`src/inc/mfc_consts.svh`:
```
/*
 * Offsets, reset values and timing counts of the frame scheduler.
 * Assumes a 250 MHz core clock and symbol-unit frame timing.
 */
`ifndef MFC_CONSTS_SVH
`define MFC_CONSTS_SVH
`define MFC_OFF_CTRL 8'h00
`define MFC_OFF_CFG 8'h04
`define MFC_OFF_CFP 8'h08
`define MFC_OFF_STAT 8'h0C
`define MFC_OFF_AREQ 8'h10
`define MFC_OFF_ARSP 8'h14
`define MFC_OFF_JOIN 8'h18
`define MFC_OFF_JRSP 8'h1C
`define MFC_CTRL_RST 32'h0000_0000
`define MFC_SPF_RST 8'h20
`define MFC_CFP_RST 16'h0000
`define MFC_CLK_NS 4
`define MFC_SYM_NS 2240
`define MFC_SYM_CYC ((`MFC_SYM_NS + `MFC_CLK_NS - 1) / `MFC_CLK_NS)
`define MFC_GUARD 16'h000A
`define MFC_BCN_CC 16'h0004
`define MFC_BCN_R 16'h000C
`define MFC_BCN_QR 16'h0008
`define MFC_MIN_SCP 16'h0040
`define MFC_FLEN0 16'h0114
`define MFC_FLEN1 16'h0228
`define MFC_FLEN2 16'h0450
`define MFC_FLEN3 16'h08A0
`define MFC_LEAD 4'h2
`define MFC_KEY_SF 8'h04
`define MFC_MAX_NODE 14'h3FFD
`define MFC_MAX_SW 8'hFF
`define MFC_LFSR_RST 128'h0123_4567_89AB_CDEF_FEDC_BA98_7654_3211
`endif

```
`src/inc/mfc_pkg.sv`:
```
/*
 * Types shared by the frame scheduler and its bench.
 * Assumes nothing beyond a SystemVerilog compiler.
 */
package mfc_pkg;
    typedef enum logic {mfc_ind_idle, mfc_ind_send} mfc_ind_st_t;
    typedef struct packed {
        logic [24:0] rsvd;
        logic bcn_all;
        logic [1:0] robust;
        logic key_prof;
        logic [1:0] flen;
        logic enable;
    } mfc_ctrl_t;
    typedef struct packed {
        logic go;
        logic [1:0] modulation;
        logic type_b;
        logic max_power;
    } mfc_beacon_t;
    typedef struct packed {
        logic valid;
        logic [7:0] hop;
        logic [7:0] dest;
        logic [15:0] start;
        logic [15:0] len;
        logic [3:0] lead;
    } mfc_ind_t;
endpackage

```
`src/design/mfc_frame_sched.sv`:
```
/*
 * Root-node frame scheduler: frame timing, beacons, allocations,
 * joining, switch identifiers and key sequence, AXI4-Lite registers.
 * Assumes inputs synchronous to core_clk and the peers on the line.
 */
`timescale 1ns/1ps
`include "mfc_consts.svh"
module mfc_frame_sched (
    input wire logic core_clk, // core clock
    input wire logic rst_b, // async reset
    input wire logic ce, // clock enable
    input wire logic [7:0] s_awaddr, // write address
    input wire logic s_awvalid, // write address valid
    output logic s_awready, // write address ready
    input wire logic [31:0] s_wdata, // write data
    input wire logic [3:0] s_wstrb, // byte enables
    input wire logic s_wvalid, // write data valid
    output logic s_wready, // write data ready
    output logic [1:0] s_bresp, // write response
    output logic s_bvalid, // response valid
    input wire logic s_bready, // response ready
    input wire logic [7:0] s_araddr, // read address
    input wire logic s_arvalid, // read address valid
    output logic s_arready, // read address ready
    output logic [31:0] s_rdata, // read data
    output logic [1:0] s_rresp, // read response
    output logic s_rvalid, // read data valid
    input wire logic s_rready, // read data ready
    output logic frame_start, // first symbol of frame
    output logic [7:0] frame_num, // modulo frame number
    output logic cfp_active, // contention-free part
    output logic guard_active, // guard interval
    output logic scp_active, // shared period
    output logic alloc_window, // granted window
    output logic frame_change_notice, // structure change
    output mfc_pkg::mfc_beacon_t beacon, // beacon request
    output mfc_pkg::mfc_ind_t alloc_ind, // allocation indication
    output logic [127:0] key_seq, // key sequence
    output logic key_valid // new key sequence
);

    function automatic logic [15:0] flen_of(input logic [1:0] s);
        case (s)
            2'h0: flen_of = `MFC_FLEN0;
            2'h1: flen_of = `MFC_FLEN1;
            2'h2: flen_of = `MFC_FLEN2;
            default: flen_of = `MFC_FLEN3;
        endcase
    endfunction

    function automatic logic [15:0] bcn_of(input logic [1:0] m);
        case (m)
            2'h1: bcn_of = `MFC_BCN_R;
            2'h2: bcn_of = `MFC_BCN_QR;
            default: bcn_of = `MFC_BCN_CC;
        endcase
    endfunction

    function automatic logic [15:0] max16(input logic [15:0] a, input logic [15:0] b);
        max16 = (a > b) ? a : b;
    endfunction

    function automatic logic [31:0] merge(input logic [31:0] o, input logic [31:0] n, input logic [3:0] s);
        merge = o;
        for (int i = 0; i < 4; i++) begin
            if (s[i]) begin
                merge[8*i +: 8] = n[8*i +: 8];
            end
        end
    endfunction

    localparam logic [15:0] MIN_CFP = 16'(`MFC_BCN_CC + 2 * `MFC_GUARD);
    localparam logic [9:0] SYM_LAST = 10'(`MFC_SYM_CYC - 1);

    mfc_pkg::mfc_ctrl_t ctrl;
    logic [7:0] spf;
    logic [15:0] cfp_req;
    logic aw_held, w_held;
    logic [7:0] aw_addr;
    logic [31:0] w_data;
    logic [3:0] w_strb;
    logic [31:0] arsp, jrsp;
    logic [9:0] sym_div;
    logic [15:0] sym_cnt, cur_flen, cur_cfp, cur_bcn;
    logic [15:0] al_start, al_len;
    logic al_on, al_pend;
    logic [3:0] al_lead;
    logic [7:0] al_dest, ind_last;
    mfc_pkg::mfc_ind_st_t ind_st;
    logic [13:0] node_ctr;
    logic [7:0] sw_ctr, sf_ctr;
    logic [127:0] lfsr;

    // register bus decode
    wire do_wr = aw_held & w_held & ~s_bvalid & ce;
    wire ar_go = s_arvalid & s_arready;
    wire wr_ctrl = do_wr & (aw_addr == `MFC_OFF_CTRL);
    wire wr_cfg = do_wr & (aw_addr == `MFC_OFF_CFG);
    wire wr_cfp = do_wr & (aw_addr == `MFC_OFF_CFP);
    wire wr_areq = do_wr & (aw_addr == `MFC_OFF_AREQ);
    wire wr_join = do_wr & (aw_addr == `MFC_OFF_JOIN);
    wire wr_map = wr_ctrl | wr_cfg | wr_cfp | wr_areq | wr_join | (aw_addr == `MFC_OFF_STAT)
                  | (aw_addr == `MFC_OFF_ARSP) | (aw_addr == `MFC_OFF_JRSP);
    wire [7:0] ra = s_araddr;
    wire rd_map = (ra <= `MFC_OFF_JRSP) & (ra[1:0] == 2'h0);
    wire [31:0] stat = {21'h00_0000, frame_change_notice, scp_active, cfp_active, frame_num};
    wire [31:0] rd_mux = (ra == `MFC_OFF_CTRL) ? 32'(ctrl) :
                         (ra == `MFC_OFF_CFG) ? {24'h00_0000, spf} :
                         (ra == `MFC_OFF_CFP) ? {cur_cfp, cfp_req} :
                         (ra == `MFC_OFF_STAT) ? stat :
                         (ra == `MFC_OFF_ARSP) ? arsp :
                         (ra == `MFC_OFF_JRSP) ? jrsp : 32'h0000_0000;
    assign s_awready = ce & ~aw_held;
    assign s_wready = ce & ~w_held;
    assign s_arready = ce & ~s_rvalid;

    // frame timing
    wire sym_tick = ce & ctrl.enable & (sym_div == SYM_LAST);
    wire frame_end = sym_tick & (sym_cnt == cur_flen - 16'h0001);
    wire [7:0] spf_eff = (spf == 8'h00) ? 8'h01 : spf;
    wire sf_end = frame_end & (frame_num >= spf_eff - 8'h01);
    wire [7:0] next_fnum = sf_end ? 8'h00 : frame_num + 8'h01;

    // layout for the next frame
    wire [15:0] next_flen = flen_of(ctrl.flen);
    wire [15:0] next_bcn = bcn_of(ctrl.robust);
    wire [15:0] slot_end = 16'(`MFC_GUARD + next_bcn + `MFC_GUARD);
    wire [15:0] al_need = (al_on | al_pend) ? 16'(al_start + al_len + `MFC_GUARD) : 16'h0000;
    wire [15:0] cfp_lim = next_flen - `MFC_MIN_SCP;
    wire [15:0] cfp_want = max16(max16(cfp_req, al_need), max16(slot_end, MIN_CFP));
    wire [15:0] next_cfp = (cfp_want > cfp_lim) ? cfp_lim : cfp_want;
    wire layout_chg = (next_cfp != cur_cfp) | (next_flen != cur_flen);

    // allocation request decode
    // request fields come from the held data word, the bus may have moved on
    wire [15:0] rq_len = w_data[15:0];
    wire [7:0] rq_hops = w_data[23:16];
    wire [7:0] rq_dest = w_data[31:24];
    wire rq_rel = wr_areq & (rq_len == 16'h0000);
    wire [16:0] rq_end = 17'(slot_end) + 17'(rq_len) + 17'(`MFC_GUARD);
    wire rq_ok = wr_areq & ~rq_rel & (ind_st == mfc_pkg::mfc_ind_idle) & (rq_end <= 17'(cfp_lim));

    // symbol position flags
    wire in_cfp = sym_cnt < cur_cfp;
    wire in_guard = (sym_cnt < `MFC_GUARD) | (in_cfp & (sym_cnt >= cur_cfp - `MFC_GUARD));
    wire in_alloc = al_on & (sym_cnt >= al_start) & (sym_cnt < al_start + al_len);
    wire bcn_frame = (frame_num == 8'h00) | ctrl.bcn_all;
    wire bcn_go = sym_tick & bcn_frame & (sym_cnt == `MFC_GUARD - 16'h0001);
    wire key_due = sf_end & ctrl.key_prof & (sf_ctr >= `MFC_KEY_SF - 8'h01);
    wire lfsr_fb = lfsr[127] ^ lfsr[125] ^ lfsr[100] ^ lfsr[98];

    // register bus
    always_ff @(posedge core_clk or negedge rst_b) begin
        if (!rst_b) begin
            aw_held <= 1'b0;
            w_held <= 1'b0;
            aw_addr <= 8'h00;
            w_data <= 32'h0000_0000;
            w_strb <= 4'h0;
            s_bvalid <= 1'b0;
            s_bresp <= 2'h0;
            s_rvalid <= 1'b0;
            s_rresp <= 2'h0;
            s_rdata <= 32'h0000_0000;
        end else if (ce) begin
            if (s_awvalid & s_awready) begin
                aw_held <= 1'b1;
                aw_addr <= {s_awaddr[7:2], 2'h0};
            end else if (do_wr) begin
                aw_held <= 1'b0;
            end
            if (s_wvalid & s_wready) begin
                w_held <= 1'b1;
                w_data <= s_wdata;
                w_strb <= s_wstrb;
            end else if (do_wr) begin
                w_held <= 1'b0;
            end
            if (do_wr) begin
                s_bvalid <= 1'b1;
                s_bresp <= wr_map ? 2'h0 : 2'h2;
            end else if (s_bready) begin
                s_bvalid <= 1'b0;
            end
            if (ar_go) begin
                s_rvalid <= 1'b1;
                s_rdata <= rd_mux;
                s_rresp <= rd_map ? 2'h0 : 2'h2;
            end else if (s_rready) begin
                s_rvalid <= 1'b0;
            end
        end
    end

    // control registers
    always_ff @(posedge core_clk or negedge rst_b) begin
        if (!rst_b) begin
            ctrl <= `MFC_CTRL_RST;
            spf <= `MFC_SPF_RST;
            cfp_req <= `MFC_CFP_RST;
        end else if (ce) begin
            if (wr_ctrl) begin
                ctrl <= merge(32'(ctrl), w_data, w_strb) & 32'h0000_007F;
            end
            if (wr_cfg & w_strb[0]) begin
                spf <= w_data[7:0];
            end
            if (wr_cfp) begin
                cfp_req <= 16'(merge({16'h0000, cfp_req}, w_data, w_strb));
            end
        end
    end

    // symbol and frame counters, layout latched per frame
    always_ff @(posedge core_clk or negedge rst_b) begin
        if (!rst_b) begin
            sym_div <= 10'h000;
            sym_cnt <= 16'h0000;
            frame_num <= 8'h00;
            cur_flen <= `MFC_FLEN0;
            cur_cfp <= MIN_CFP;
            cur_bcn <= `MFC_BCN_CC;
            frame_change_notice <= 1'b0;
            frame_start <= 1'b0;
        end else if (ce) begin
            sym_div <= (~ctrl.enable | sym_tick) ? 10'h000 : sym_div + 10'h001;
            frame_start <= frame_end;
            frame_change_notice <= frame_end & layout_chg;
            if (!ctrl.enable) begin
                sym_cnt <= 16'h0000;
            end else if (frame_end) begin
                sym_cnt <= 16'h0000;
                frame_num <= next_fnum;
                cur_flen <= next_flen;
                cur_cfp <= next_cfp;
                cur_bcn <= next_bcn;
            end else if (sym_tick) begin
                sym_cnt <= sym_cnt + 16'h0001;
            end
        end
    end

    // position outputs
    always_ff @(posedge core_clk or negedge rst_b) begin
        if (!rst_b) begin
            cfp_active <= 1'b0;
            guard_active <= 1'b0;
            scp_active <= 1'b0;
            alloc_window <= 1'b0;
            beacon <= '0;
        end else if (ce) begin
            cfp_active <= ctrl.enable & in_cfp;
            guard_active <= ctrl.enable & in_guard;
            scp_active <= ctrl.enable & ~in_cfp;
            alloc_window <= ctrl.enable & in_alloc & ~in_guard;
            beacon.go <= bcn_go;
            beacon.modulation <= ctrl.robust;
            beacon.type_b <= (ctrl.robust != 2'h0);
            beacon.max_power <= 1'b1;
        end
    end

    // allocations and their indications
    always_ff @(posedge core_clk or negedge rst_b) begin
        if (!rst_b) begin
            al_on <= 1'b0;
            al_pend <= 1'b0;
            al_lead <= 4'h0;
            al_start <= 16'h0000;
            al_len <= 16'h0000;
            al_dest <= 8'h00;
            ind_last <= 8'h00;
            ind_st <= mfc_pkg::mfc_ind_idle;
            alloc_ind <= '0;
            arsp <= 32'h0000_0000;
        end else if (ce) begin
            if (rq_rel) begin
                al_on <= 1'b0;
                al_pend <= 1'b0;
            end else if (rq_ok) begin
                al_on <= 1'b0;
                al_pend <= 1'b1;
                al_lead <= `MFC_LEAD;
                al_start <= slot_end;
                al_len <= rq_len;
                al_dest <= rq_dest;
                ind_last <= rq_hops;
                arsp <= {1'b1, 7'h00, `MFC_LEAD, 4'h0, slot_end};
            end else if (wr_areq) begin
                arsp <= 32'h0000_0000;
            end else if (frame_end & al_pend) begin
                al_lead <= al_lead - 4'h1;
                if (al_lead == 4'h1) begin
                    al_pend <= 1'b0;
                    al_on <= 1'b1;
                end
            end
            alloc_ind.valid <= 1'b0;
            unique case (ind_st)
                mfc_pkg::mfc_ind_idle: begin
                    if (rq_ok) begin
                        ind_st <= mfc_pkg::mfc_ind_send;
                        alloc_ind <= {1'b1, 8'h00, rq_dest, slot_end, rq_len, `MFC_LEAD};
                    end
                end
                mfc_pkg::mfc_ind_send: begin
                    if (alloc_ind.hop == ind_last) begin
                        ind_st <= mfc_pkg::mfc_ind_idle;
                    end else begin
                        alloc_ind.valid <= 1'b1;
                        alloc_ind.hop <= alloc_ind.hop + 8'h01;
                    end
                end
            endcase
        end
    end

    // joining, promotion and key sequence
    always_ff @(posedge core_clk or negedge rst_b) begin
        if (!rst_b) begin
            node_ctr <= 14'h0001;
            sw_ctr <= 8'h01;
            jrsp <= 32'h0000_0000;
            sf_ctr <= 8'h00;
            lfsr <= `MFC_LFSR_RST;
            key_seq <= 128'h0;
            key_valid <= 1'b0;
        end else if (ce) begin
            lfsr <= {lfsr[126:0], lfsr_fb};
            key_valid <= key_due;
            if (key_due) begin
                key_seq <= lfsr;
                sf_ctr <= 8'h00;
            end else if (sf_end & ctrl.key_prof) begin
                sf_ctr <= sf_ctr + 8'h01;
            end
            if (wr_join & w_data[1]) begin
                jrsp <= {(sw_ctr != `MFC_MAX_SW), 1'b1, 22'h00_0000, sw_ctr};
                if (sw_ctr != `MFC_MAX_SW) begin
                    sw_ctr <= sw_ctr + 8'h01;
                end
            end else if (wr_join) begin
                jrsp <= {(node_ctr != `MFC_MAX_NODE), 17'h0_0000, node_ctr};
                if (node_ctr != `MFC_MAX_NODE) begin
                    node_ctr <= node_ctr + 14'h0001;
                end
            end
        end
    end

    logic bcn_seen;
    always_ff @(posedge core_clk or negedge rst_b) begin
        if (!rst_b) begin
            bcn_seen <= 1'b0;
        end else if (ce) begin
            bcn_seen <= sf_end ? 1'b0 : (bcn_seen | bcn_go);
        end
    end
endmodule

```
`config.mk`:
```
export PLATFORM = sky130hd
export DESIGN_NAME = mfc_frame_sched
export DESIGN_NICKNAME = d
export VERILOG_FILES = /design/src/inc/mfc_pkg.sv /design/src/design/mfc_frame_sched.sv
export VERILOG_INCLUDE_DIRS = /design/src /design/src/inc
export SDC_FILE = /design/constraint.sdc
export NUM_CORES = 1
export LEC_CHECK = 0
export ABC_AREA = 1
export BUFFER_PORTS_ARGS = -buffer_cell sky130_fd_sc_hd__buf_2
export CELL_PAD_IN_SITES_DETAIL_PLACEMENT = 1
export CELL_PAD_IN_SITES_GLOBAL_PLACEMENT = 1
export CORE_ASPECT_RATIO = 0.5
export CORE_MARGIN = 5
export CORE_UTILIZATION = 40
export CTS_BUF_LIST = sky130_fd_sc_hd__clkbuf_8
export DETAILED_ROUTE_END_ITERATION = 10
export PLACE_DENSITY = 0.83
export SLEW_MARGIN = 20
export SYNTH_ARGS = -nofsm -noshare
export SYNTH_HDL_FRONTEND = slang
export SYNTH_SLANG_ARGS = --single-unit
```
`constraint.sdc`:
```
create_clock -name core_clk -period 8.35 [get_ports core_clk]
set_clock_uncertainty 0.05 [all_clocks]
set_input_delay 0 -clock core_clk [delete_from_list [all_inputs] [get_ports core_clk]]
set_output_delay 0 -clock core_clk [all_outputs]
set_load 0.02 [all_outputs]
```
======== Word level (Yosys, flattened, before mapping) ========
Index checks and enable logic that the tools add are counted.
word-level totals
  register bits after elaboration ......... 636
  bits in latches ......................... 0
  RAM bits ................................ 0
  bits in read-only memories .............. 0
  bits of input ports ..................... 60
  output and inout port bits .............. 242
  word-level logic and storage cells ...... 275
  memories kept ........................... 0
operators by class
  add/subtract/negate cells ............... 18
  $mul .................................... 0
  divide/modulo/power cells ............... 0
  magnitude comparators ................... 13
  eq/ne operators ......................... 30
  shift operators ......................... 0
  multiplexer cells ....................... 53
  bitwise gates (word level) .............. 64
  reduce and logical (&&, ||, !) cells .... 43
operators by type and width
  cell                                                 count
  two-way mux 32 bit                                   10
  two-way mux 16 bit                                   8
  two-way mux 53 bit                                   1
  greater-than comparator 16 bit                       3
  bitwise AND 1 bit                                    39
  one-hot mux 12 bit (3 select lines)                  1
  adder 16 x 4 -> 16 bit, second input constant        2
  adder 8 x 1 -> 8 bit, second input constant          4
  >= comparator 16 bit                                 2
  zero test 8 bit                                      4
  less-than comparator 16 bit                          2
  two-way mux 8 bit                                    4
  inequality test 16 bit                               2
  AND reduction 3 bit                                  9
  AND reduction 2 bit                                  13
  equality test 6 x 3 -> 1 bit, second input constant  4
  two-way mux 1 bit                                    19
  one-hot mux 9 bit (2 select lines)                   1
  nonzero test 2 bit                                   9
  adder 16 x 16 -> 17 bit                              1
  adder 17 x 4 -> 17 bit, second input constant        1
  less-or-equal comparator 17 x 16 -> 1 bit            1
  adder 16 x 1 -> 16 bit, second input constant        1
  adder 16 bit                                         1
  other kinds (43)                                     79

======== Longest topological paths before layout ========
Gate-level depths: netlist (run 1).
  depth in word-level cells ............... 13
  gate-level depth with buffers ........... 55
  mapped depth without buffers ............ 53

======== Worst setup path after synthesis (run 1) ========
OpenSTA, ideal clock, no wires.
  kind .................................... register -> register
  start ................................... reg al_start[2]
  end ..................................... reg frame_change_notice
  library setup time ...................... 117 ps
  arrival time ............................ 6014 ps
  required time ........................... 8183 ps
  setup slack ............................. 2169 ps
  cell stages (with the launch flop) ...... 48
  buffers on the path ..................... 3
  period minus slack after synthesis ...... 6181 ps
  cell sequence ........................... dfrtp_1 -> ha_1 -> inv_1 -> fa_1 -> inv_1 -> nor2_1 -> nor2_4 -> nand3_2 -> nor2_2 -> nand2_2 -> nor2_4 -> nand3_1 -> nand2_1 -> nand3_1 -> ha_1 -> nand4_1 -> nor2_1 -> nand4_2 -> [... 12 more ...] -> ha_1 -> nand2_1 -> nor2_1 -> o21ai_0 -> o211ai_1 -> nand2_1 -> o2111ai_1 -> buf_2 -> buf_2 -> nand3_1 -> nand3_1 -> nand2_1 -> nor2_1 -> nand2_1 -> nor2_1 -> nand2_1 -> nand2_1 -> nand2_1
between the ends
  longest elaborated chain between the ends .. 12
ends and longest elaborated chain
  what                                  line                    text
  from (decl)                           mfc_frame_sched.sv:85   logic [15:0] al_start, al_len;
  from (signal assigned)                mfc_frame_sched.sv:284  al_start <= slot_end;
  adder 16 bit (*)                      mfc_frame_sched.sv:128  wire [15:0] al_need = (al_on | al_pend) ? 16'(al_start + al_len + `MFC_GUARD) : 16'h0000;
  adder 16 x 4 -> 16 bit (no line) (*)  --
  two-way mux 16 bit (*)                mfc_frame_sched.sv:128
  greater-than comparator 16 bit        mfc_frame_sched.sv:60   max16 = (a > b) ? a : b;
  two-way mux 16 bit (*)                mfc_frame_sched.sv:60
  greater-than comparator 16 bit        mfc_frame_sched.sv:60
  two-way mux 16 bit (*)                mfc_frame_sched.sv:60
  greater-than comparator 16 bit        mfc_frame_sched.sv:131  wire [15:0] next_cfp = (cfp_want > cfp_lim) ? cfp_lim : cfp_want;
  two-way mux 16 bit (*)                mfc_frame_sched.sv:131
  inequality test 16 bit (*)            mfc_frame_sched.sv:132  wire layout_chg = (next_cfp != cur_cfp) | (next_flen != cur_flen);
  OR 1 bit (*)                          mfc_frame_sched.sv:132
  bitwise AND 1 bit (*)                 mfc_frame_sched.sv:228  frame_change_notice <= frame_end & layout_chg;
  to (signal assigned)                  mfc_frame_sched.sv:228
  to (decl)                             mfc_frame_sched.sv:35   output logic frame_change_notice,
Every way passes the cells marked *; elsewhere a longest branch is shown, timed or not.
A chain may end at the register's enable or synchronous reset.

======== Worst setup path after layout (run 1) ========
  start ................................... reg al_len[2]
  end ..................................... reg frame_change_notice
between the ends
  longest elaborated chain between the ends .. 12
ends and longest elaborated chain
  what                                  line                    text
  from (decl)                           mfc_frame_sched.sv:85
  from (signal assigned)                mfc_frame_sched.sv:285  al_len <= rq_len;
  adder 16 bit (*)                      mfc_frame_sched.sv:128
  adder 16 x 4 -> 16 bit (no line) (*)  --
  two-way mux 16 bit (*)                mfc_frame_sched.sv:128
  greater-than comparator 16 bit        mfc_frame_sched.sv:60
  two-way mux 16 bit (*)                mfc_frame_sched.sv:60
  greater-than comparator 16 bit        mfc_frame_sched.sv:60
  two-way mux 16 bit (*)                mfc_frame_sched.sv:60
  greater-than comparator 16 bit        mfc_frame_sched.sv:131
  two-way mux 16 bit (*)                mfc_frame_sched.sv:131
  inequality test 16 bit (*)            mfc_frame_sched.sv:132
  OR 1 bit (*)                          mfc_frame_sched.sv:132
  bitwise AND 1 bit (*)                 mfc_frame_sched.sv:228
Marks and branches as above.

==> results.md, run 1 <==
- The sequential cell area is 13,950 sq um.
- The depth of the worst register-to-register path is 45.
- The starting density of the core is 0.4017.
- Of all cell types, the one taking the most synthesized area is sky130_fd_sc_hd__dfrtp_1.
- After synthesis, the netlist uses 65 different library cells.
- The startpoint of the lowest-slack register-to-register path is al_len[2].
- The pre-CTS setup slack is 0.8876 ns.
- The clock transition at the registers of the reported paths is 0.07 ns.
- STA classifies the critical path endpoint as a flop.
- The initial antenna violation count is 3.
- For this run, the detailed router's first-pass iteration total came to 6.
- The count of buffers added by post-CTS timing repair for setup is 0.
- The type of the worst min-delay path is in -> reg.
- In this run the number of H-tree levels came out at 3.
- The first-pass GRT wire length is 150,500 microns.
- The share of cell area taken by muxes after synthesis is 0.006034.
- The final number of max-transition violations was 0.
- The hold-critical path endpoint is lfsr[45].
- The final total negative setup slack is 0 ns.
- In this run the remaining antenna-violating nets after routing total 0.
- After floorplanning, the core was sized to cover 68,660 sq um.
- Power spread over the standard cell area amounts to 310.5 nW/um^2.
- The floorplan die width is 381.3 microns.
- The setup-violating endpoint count in the final report is 0.
- The worst register-to-register path has a setup slack of 0.78 ns.
- The clock tree root driver cell is sky130_fd_sc_hd__clkbuf_8.
- The placed wire-length estimate is 64,210 microns.
- Gates resized during post-CTS repair numbered 0.
- Summing all multi-input logic gate instances after layout gives 12,070 sq um.
- The endpoint of the lowest-slack register-to-register path is frame_change_notice.
- The cell area that synthesis handed to floorplanning was 27,580 sq um.
- The number of synthesized flops with an enable pin is 0.
- Buffers placed on the I/O ports in this run total 280.
- The number of vias after detailed routing is 24,810.
- The sequential element share of the synthesized area is 0.5059.
- Summed over all layers, the routed wires come to 95,470 microns.
- The number of synthesis warnings is 0.
- The longest individual stage delay on the worst path is 0.41 ns.
- The layout filler cell count is 8,218.
- The complex-gate fraction of the synthesized area is 0.1023.
- The largest vdd supply drop is 401.1 uV.
- Data arrives at the worst endpoint at 8.14 ns.
- The number of global-route vias before repair is 26,710.
- In this run, the number of DRC markers left after iteration 0 of detailed routing was 1,763.
- The analysis attributes to cell leakage a power of 17.33 nW.
- The final net count is 3,905.
- Along the worst hold path, the cell count comes to 4.
- The basic-gate share of the synthesized area counting and, or, nand and nor cells is 0.2329.
- The fraction of synthesis flops using an asynchronous set or reset pin is 1.000.
- The number of placement rows is 68.
- Clock tree synthesis inserted a total of 85 buffers.
- After synthesis, the largest family of logic cells by area is simple AND/OR/NAND/NOR gates.
- The maximum net fanout on the critical path is 17.
- In this run, synthesis produced a sequential element count of 554.
- Max-cap violations in this run came to 0.
- The xor/xnor cell area share of the yosys netlist is 0.02826.
- In the synthesized netlist, the number of instances is 3,258.
- Of the post-synthesis cell area, the dominant cell type holds 0.4373.
- The total I/O pin count is 302.
- In this run the vertical extent of the chip is 195.7 microns.
- The minimum period implied by the final worst setup slack is 7.571 ns.
- The slowest stage of the critical path is the sky130_fd_sc_hd__fa_1 cell.
- Dividing the detail-routed wire length by the instance count gives 20.38 microns.
- Routability-driven placement finished with a final weighted congestion of 0.9112.
- The floorplan step defined a die boundary enclosing 74,620 sq um.
- The critical path is of the reg -> reg type.
- After detailed routing, the number of remaining DRC violations is 0.
- The clock tree from TritonCTS is done.
- In this run the most critical hold path is launched from ce.
- The total count of hold-check failures in the final report was 0.
- Dividing the final minimum period by the clock period gives 0.9067.
- For this run, the leading register cell type out of synthesis is sky130_fd_sc_hd__dfrtp_1.
- The flow ran to the end, and the final reports show no timing, DRC or antenna violations.
- In the final layout, the share of cells above drive strength 1 is 0.1549.
- STA classifies the critical path startpoint as a flop.
- Data on the critical path is required at its endpoint by 8.92 ns.
- After global routing the overflow that remains totals 0.
- The maximum number of pins on one net before global-route repair is 163.
- The maximum buffer depth of the clock tree is 3.
- The synthesized area divided by synthesized cell count is 8.465 sq um.
- By area the synthesized netlist is led by sky130_fd_sc_hd__dfrtp_1, sky130_fd_sc_hd__nand2_1, sky130_fd_sc_hd__dfstp_2.
- After detailed routing, the number of vias per cell comes to 5.296.
- The clock net sink count is 554.
- The most common cell type on the critical path is sky130_fd_sc_hd__nand2_1.
- Setup repair after global routing left no endpoint under its margin.
- The clock latency of the later-clocked register in the worst-skew pair is 0.76 ns.
- The worst-margin pin slew is 1.130 ns.
- The fmax is 132.1 MHz.
- The worst slew slack as a fraction of its limit is 0.2470.
- The area overhead of the layout relative to synthesis is 20.64%.
- The overall global routing resource usage is 0.2537.
- Once routing completed, OpenROAD measured the worst setup slack at 0.7793 ns.
- Of the total synthesized cell area, the portion taken by full adders, half adders and majority gates is 0.06451.
[worst max-delay path by stage]
stage,start,to,slack [ns],depth (start not counted)
6_report,al_len[2],frame_change_notice,0.78,45
5_1_grt,al_len[2],frame_change_notice,0.02,42
4_1_cts,al_start[2],frame_change_notice,0.84,45
3_5_place_dp,al_len[2],frame_change_notice,0.89,45
3_3_place_gp,al_len[2],frame_change_notice,1.13,45
2_1_floorplan,al_start[2],frame_change_notice,2.17,47
[per-stage QoR]
step                      instances  instance area (sq um)  utilization  power (W)  hold slack, ns
final                          4684                  33270       0.4846    0.01033          0.2408
after floorplan                3275                  27640            -   0.006385         -0.3456
after global placement         4360                  29790       0.4339   0.007341         0.03486
after CTS                      4681                  33250       0.4843    0.01022          0.1293
after global routing           4684                  33270       0.4846    0.01107          0.2383
after detailed placement       4360                  29800       0.4340   0.007577         0.04207
[power by group]
part / leakage [nW] / internal [W] / total (W) / switching [W]
registers: 7.09 / 0.00295 / 0.00325 / 0.000299
logic: 9.23 / 0.00157 / 0.00467 / 0.00310
clock network: 1.01 / 0.00122 / 0.00242 / 0.00120
total: 17.3 / 0.00574 / 0.0103 / 0.00459
[timing repair]
item                                    CTS  global route
endpoints found under the setup margin    0             0
endpoints found under the hold margin   218             0
hold buffers                            167             0
[cell families (layout without fill, tap and decap cells)]
kind of cell	Yosys count	in the layout
XOR/XNOR	89	89
flip-flops	554	554
adder cells (fa/ha/maj)	141	141
AO/OA/AOI/OAI	506	506
multiplexers	15	15
other	2	22
buffers and inverters	406	902
AND/OR/NAND/NOR	1545	1545
[flip-flops by register name, summed over array words and instances, names as in the netlist, 4 cells and up]
signal     count
alloc_ind     37
beacon         5
cur_cfp       16
al_lead        4
sf_ctr         8
node_ctr      14
sw_ctr         8
lfsr         128
cur_flen       6
spf            8
arsp           5
key_seq      128
jrsp          16
al_len        16
cfp_req       16
sym_cnt       16
frame_num      8
sym_div       10
ctrl           7
w_data        32
ind_last       8
s_rdata       32
aw_addr        6
[cell usage after synthesis (4+ instances only)]
cell type and count:
sky130_fd_sc_hd__nand2_1 1053, sky130_fd_sc_hd__dfrtp_1 482, sky130_fd_sc_hd__o21ai_0 271, sky130_fd_sc_hd__inv_1 268
sky130_fd_sc_hd__nor2_1 191, sky130_fd_sc_hd__ha_1 139, sky130_fd_sc_hd__nand3_1 139, sky130_fd_sc_hd__a21oi_1 103
sky130_fd_sc_hd__clkbuf_1 79, sky130_fd_sc_hd__dfstp_2 72, sky130_fd_sc_hd__xor2_1 72, sky130_fd_sc_hd__nor3_1 43
sky130_fd_sc_hd__nand4_1 35, sky130_fd_sc_hd__o21ai_1 26, sky130_fd_sc_hd__nor4_1 23, sky130_fd_sc_hd__buf_4 22
sky130_fd_sc_hd__nand2_2 18, sky130_fd_sc_hd__xnor2_1 17, sky130_fd_sc_hd__buf_2 16, sky130_fd_sc_hd__o22ai_1 16
sky130_fd_sc_hd__mux2_2 13, sky130_fd_sc_hd__o211ai_1 11, sky130_fd_sc_hd__a31oi_1 10, sky130_fd_sc_hd__inv_2 10
sky130_fd_sc_hd__o21a_1 10, sky130_fd_sc_hd__a22oi_1 9, sky130_fd_sc_hd__a221oi_1 8, sky130_fd_sc_hd__or2_2 8
sky130_fd_sc_hd__nor2_2 7, sky130_fd_sc_hd__nand3b_1 6, sky130_fd_sc_hd__o2111ai_1 6, sky130_fd_sc_hd__a21o_1 5
sky130_fd_sc_hd__clkinv_1 5, sky130_fd_sc_hd__a2bb2oi_1 4, sky130_fd_sc_hd__nor2_4 4
[cells in the final DEF (no fill, tap or decap), drive strengths merged, types with 10 or more instances in the layout]
cell,netlist,routed
nand2,1074,1074
dfrtp,482,482
inv,278,306
buf,44,299
o21ai,299,299
nor2,202,202
dlygate4sd3,0,166
nand3,144,144
ha,139,139
clkbuf,79,105
a21oi,103,103
xor2,72,72
dfstp,72,72
nor3,44,44
nand4,36,36
nor4,24,24
clkinv,5,22
conb,2,19
xnor2,17,17
o22ai,16,16
mux2,13,13
o211ai,11,11
o21a,10,10
a31oi,10,10
[layout make-up]
| type | instances | area share |
|---|---|---|
| multi-input cells | 2315 | 0.3628 |
| diodes | 3 | 0.0002256 |
| clock inverters | 49 | 0.009665 |
| flip-flops and latches | 554 | 0.4194 |
| repair buffers | 465 | 0.09830 |
| well taps | 910 | 0.03422 |
| clock buffers | 105 | 0.04343 |
| inverters | 283 | 0.03200 |
[critical path: cells and delay by family (launching register included)]
family                   cells  cell delay (ns)
AND/OR/NAND/NOR             28             3.40
adder cells (fa/ha/maj)      5             1.60
AO/OA/AOI/OAI                5             0.99
buffers and inverters        6             0.83
flip-flops                   1             0.36
XOR/XNOR                     1             0.17
[metal layers]
metal  vias up  global-route usage  part of all wire
met5         -                   0           0.00014
met4         2              0.1153             0.046
met3       234             0.05257             0.055
met2       697              0.4388              0.49
met1     12370              0.3071              0.41
li1      11500                   -                 -
Power figures use the tool's default switching activity.
==> run 2: changes to the inputs <==
==> constraint.sdc (replaced) <==
create_clock -name core_clk -period 8.35 [get_ports core_clk]
set_clock_uncertainty 0.05 [all_clocks]
set_input_delay 0.835 -clock core_clk [delete_from_list [all_inputs] [get_ports core_clk]]
set_output_delay 0.835 -clock core_clk [all_outputs]
set_load 0.02 [all_outputs]
==> run 2 against run 1 <==
  * Clock-buffer cell count increased by 4
  * Power decreased by 2.9%
  * Hold slack got worse by 0.22 ns
  * Wire length fell by 9.1%
  * Combinational power shrank 6.9%
  * Critical path depth up 1
  * Die area unchanged
  * Critical path type unchanged
  * Critical endpoint unchanged
  * Largest cell class unchanged
  * Highest routed layer unchanged
==> results.md, run 2 (synthesis gave the netlist of run 1 again) <==
- The fmax is 132.2 MHz (about the same).
- The arrival time at the worst endpoint is 8.15 ns (about the same).
- The remaining routing DRC violations was 0 (unchanged).
- The number of vias after detailed routing is 23,760 (-4.2%).
- The number of vias per cell is 5.255 (-0.76%).
- The placed standard-cell area was 29,790 sq um (about the same).
- Setup repair after global routing left no endpoint under its margin.
- The total CTS buffers is 84 (-1.2%).
- The worst-margin pin slew came to 1.238 ns (+0.1089 ns).
- The final number of max-transition violations was 0 (unchanged).
- The final instance area was 31,660 sq um (-4.8%).
- The area of the core came to 68,660 sq um (unchanged).
- The clock net sink count was 554 (unchanged).
- The number of resized instances in the post-cts repair step is 0 (unchanged).
- The clock transition at the registers of the reported paths is 0.07 ns (about the same).
- The worst setup path is captured at a flop.
- The setup-violating endpoint count in the final report is 0 (unchanged).
- The placed wire-length estimate was 63,500 microns (-1.1%).
- The power density over cell area came to 316.7 nW/um^2 (+2.0%).
- The final net count is 3,738 (-4.3%).
- The final estimated routing congestion in global placement was 0.9065 (-0.52%).
- The first-pass detailed-route iteration total was 5 (-1).
- The area of the die is 74,620 sq um (unchanged).
- The area growth from synthesis to layout is 14.80%.
- The most numerous cell type found on the critical path is sky130_fd_sc_hd__nand2_1.
- Leaving out fill and tap cells, the most frequent cell in the layout is sky130_fd_sc_hd__nand2_1.
- The total global routing overflow is 0 (unchanged).
- The overall global routing resource usage is 0.2307 (-0.02298).
- The final total negative setup slack was 0 ns (unchanged).
- The share of the core filled with cells is 0.4611 (-0.02345).
- The height of the die is 195.7 microns (unchanged).
- The number of placement rows came to 68 (unchanged).
- The number of global-route vias before repair is 24,920 (-6.7%).
- The cell leakage power is 16.59 nW (-4.2%).
- The clock latency of the later-clocked register in the worst-skew pair came to 0.76 ns (about the same).
- The total I/O pin count is 302 (unchanged).
- The count of nets left with antenna violations after detail routing is 0 (unchanged).
- The worst slew slack as a fraction of its limit is 0.1744 (-0.07257).
- The maximum net fanout on the critical path is 17 (unchanged).
- The floorplan die width is 381.3 microns (unchanged).
- The layout filler cell count came to 8,243 (+0.30%).
- The maximum buffer depth of the clock tree is 3 (unchanged).
- The largest vdd supply drop came to 223.1 uV (-44%).
- The total routed wirelength is 86,730 microns (-9.1%).
- The number of buffers added on ports is 280 (unchanged).
- The count of buffers added by post-CTS timing repair for setup is 0 (unchanged).
- The longest individual stage delay on the worst path was 0.49 ns (+0.08 ns).
- The data required time at the worst endpoint is 8.94 ns (+0.02 ns).
- The detail-routed net length per standard cell is 19.18 microns (-5.9%).
- The minimum period implied by the final worst setup slack is 7.565 ns (-0.005511 ns).
- The share of layout cells above drive strength 1 is 0.1630 (+0.008105).
- The first-pass GRT wire length was 137,700 microns (-8.5%).
- The cts-stage hold buffer count is 0 (-100%).
- The largest registers in the layout are key_seq (128), lfsr (128), alloc_ind (37).
- The clock tree from TritonCTS is done.
- The initial antenna violation count is 7 (+4).
- The maximum number of pins on one net before global-route repair is 160 (-1.8%).
- The total count of hold-check failures in the final report was 0 (unchanged).
- The max-cap violation count is 0 (unchanged).
- The count of H-tree levels built during CTS is 3 (unchanged).
- The starting density of the core is 0.4017 (unchanged).
- For this design, the slowest cell found on the critical path is sky130_fd_sc_hd__fa_1.
- The type of the worst min-delay path is in -> async.
- The run finished with clean final reports.
- The category of the critical setup timing path is reg -> reg.
- In the layout the commonest cells are sky130_fd_sc_hd__nand2_1, sky130_fd_sc_hd__dfrtp_1, sky130_fd_sc_hd__inv_1.
- The DRC marker count from the first detailed-route iteration came to 1,710 (-3.0%).
- The worst setup path is launched from a flop.
- The final cycle utilization of the critical path is 0.9060 (about the same).
- The clock tree root driver cell is sky130_fd_sc_hd__clkbuf_8.
-- run 2: layer usage --
| metal | vias up | track usage | wire [microns] |
|---|---|---|---|
| met1 | 11800 | 0.2923 | 37170 |
| met3 | 214 | 0.04827 | 4266 |
| met5 | - | 0 | 65 |
| li1 | 11180 | - | - |
| met4 | 10 | 0.09717 | 4047 |
| met2 | 553 | 0.3867 | 41190 |
-- run 2: final timing paths --
check | startpoint | end | depth (start not counted) | slack [ns]
max | al_start[2] | frame_change_notice | 46 | 0.78
min reg2reg | lfsr[51] | lfsr[51] | 2 | 0.41
min | rst_b | al_len[14] | 1 | 0.02
max reg2reg | al_start[2] | frame_change_notice | 46 | 0.78
min in group core_clk | s_awaddr[7] | aw_addr[7] | 2 | 0.28
max in group asynchronous | rst_b | key_seq[107] | 3 | 6.23
-- run 2: stage by stage --
stage	hold WS, ns	setup WS (ns)	std cells	power (W)
4_1_cts	0.02160	0.5535	4517	0.01004
2_1_floorplan	0.3922	2.169	3275	0.006385
3_5_place_dp	0.4002	0.6356	4360	0.007543
3_3_place_gp	0.3955	0.8273	4360	0.007337
6_report	0.01921	0.7848	4521	0.01003
5_1_grt	0.02728	0.06104	4521	0.01082
-- run 2: final cells by class --
class / count / area, sq um / area share
Inverter: 283 / 1065 / 0.03363
Multi-Input combinational cell: 2316 / 12090 / 0.3818
Timing Repair Buffer: 298 / 1574 / 0.04971
Antenna cell: 3 / 7.507 / 0.0002371
Tap cell: 910 / 1139 / 0.03596
Sequential cell: 554 / 13950 / 0.4407
Clock inverter: 48 / 335.3 / 0.01059
Clock buffer: 109 / 1500 / 0.04738
-- run 2: worst max-delay path: cells and delay by family, from the launching register on --
family          cells  cell delay [ns]
fa+ha+maj           5             1.70
simple gates       29             3.32
buf+inv             6             0.80
flops               1             0.40
compound gates      6             1.17
-- run 2: where the power goes --
part           leakage (nW)  switching [W]  internal (W)
Combinational          8.48        0.00295       0.00140
Sequential             7.09       0.000276       0.00295
Clock                  1.03        0.00119       0.00126
Total                  16.6        0.00442       0.00561
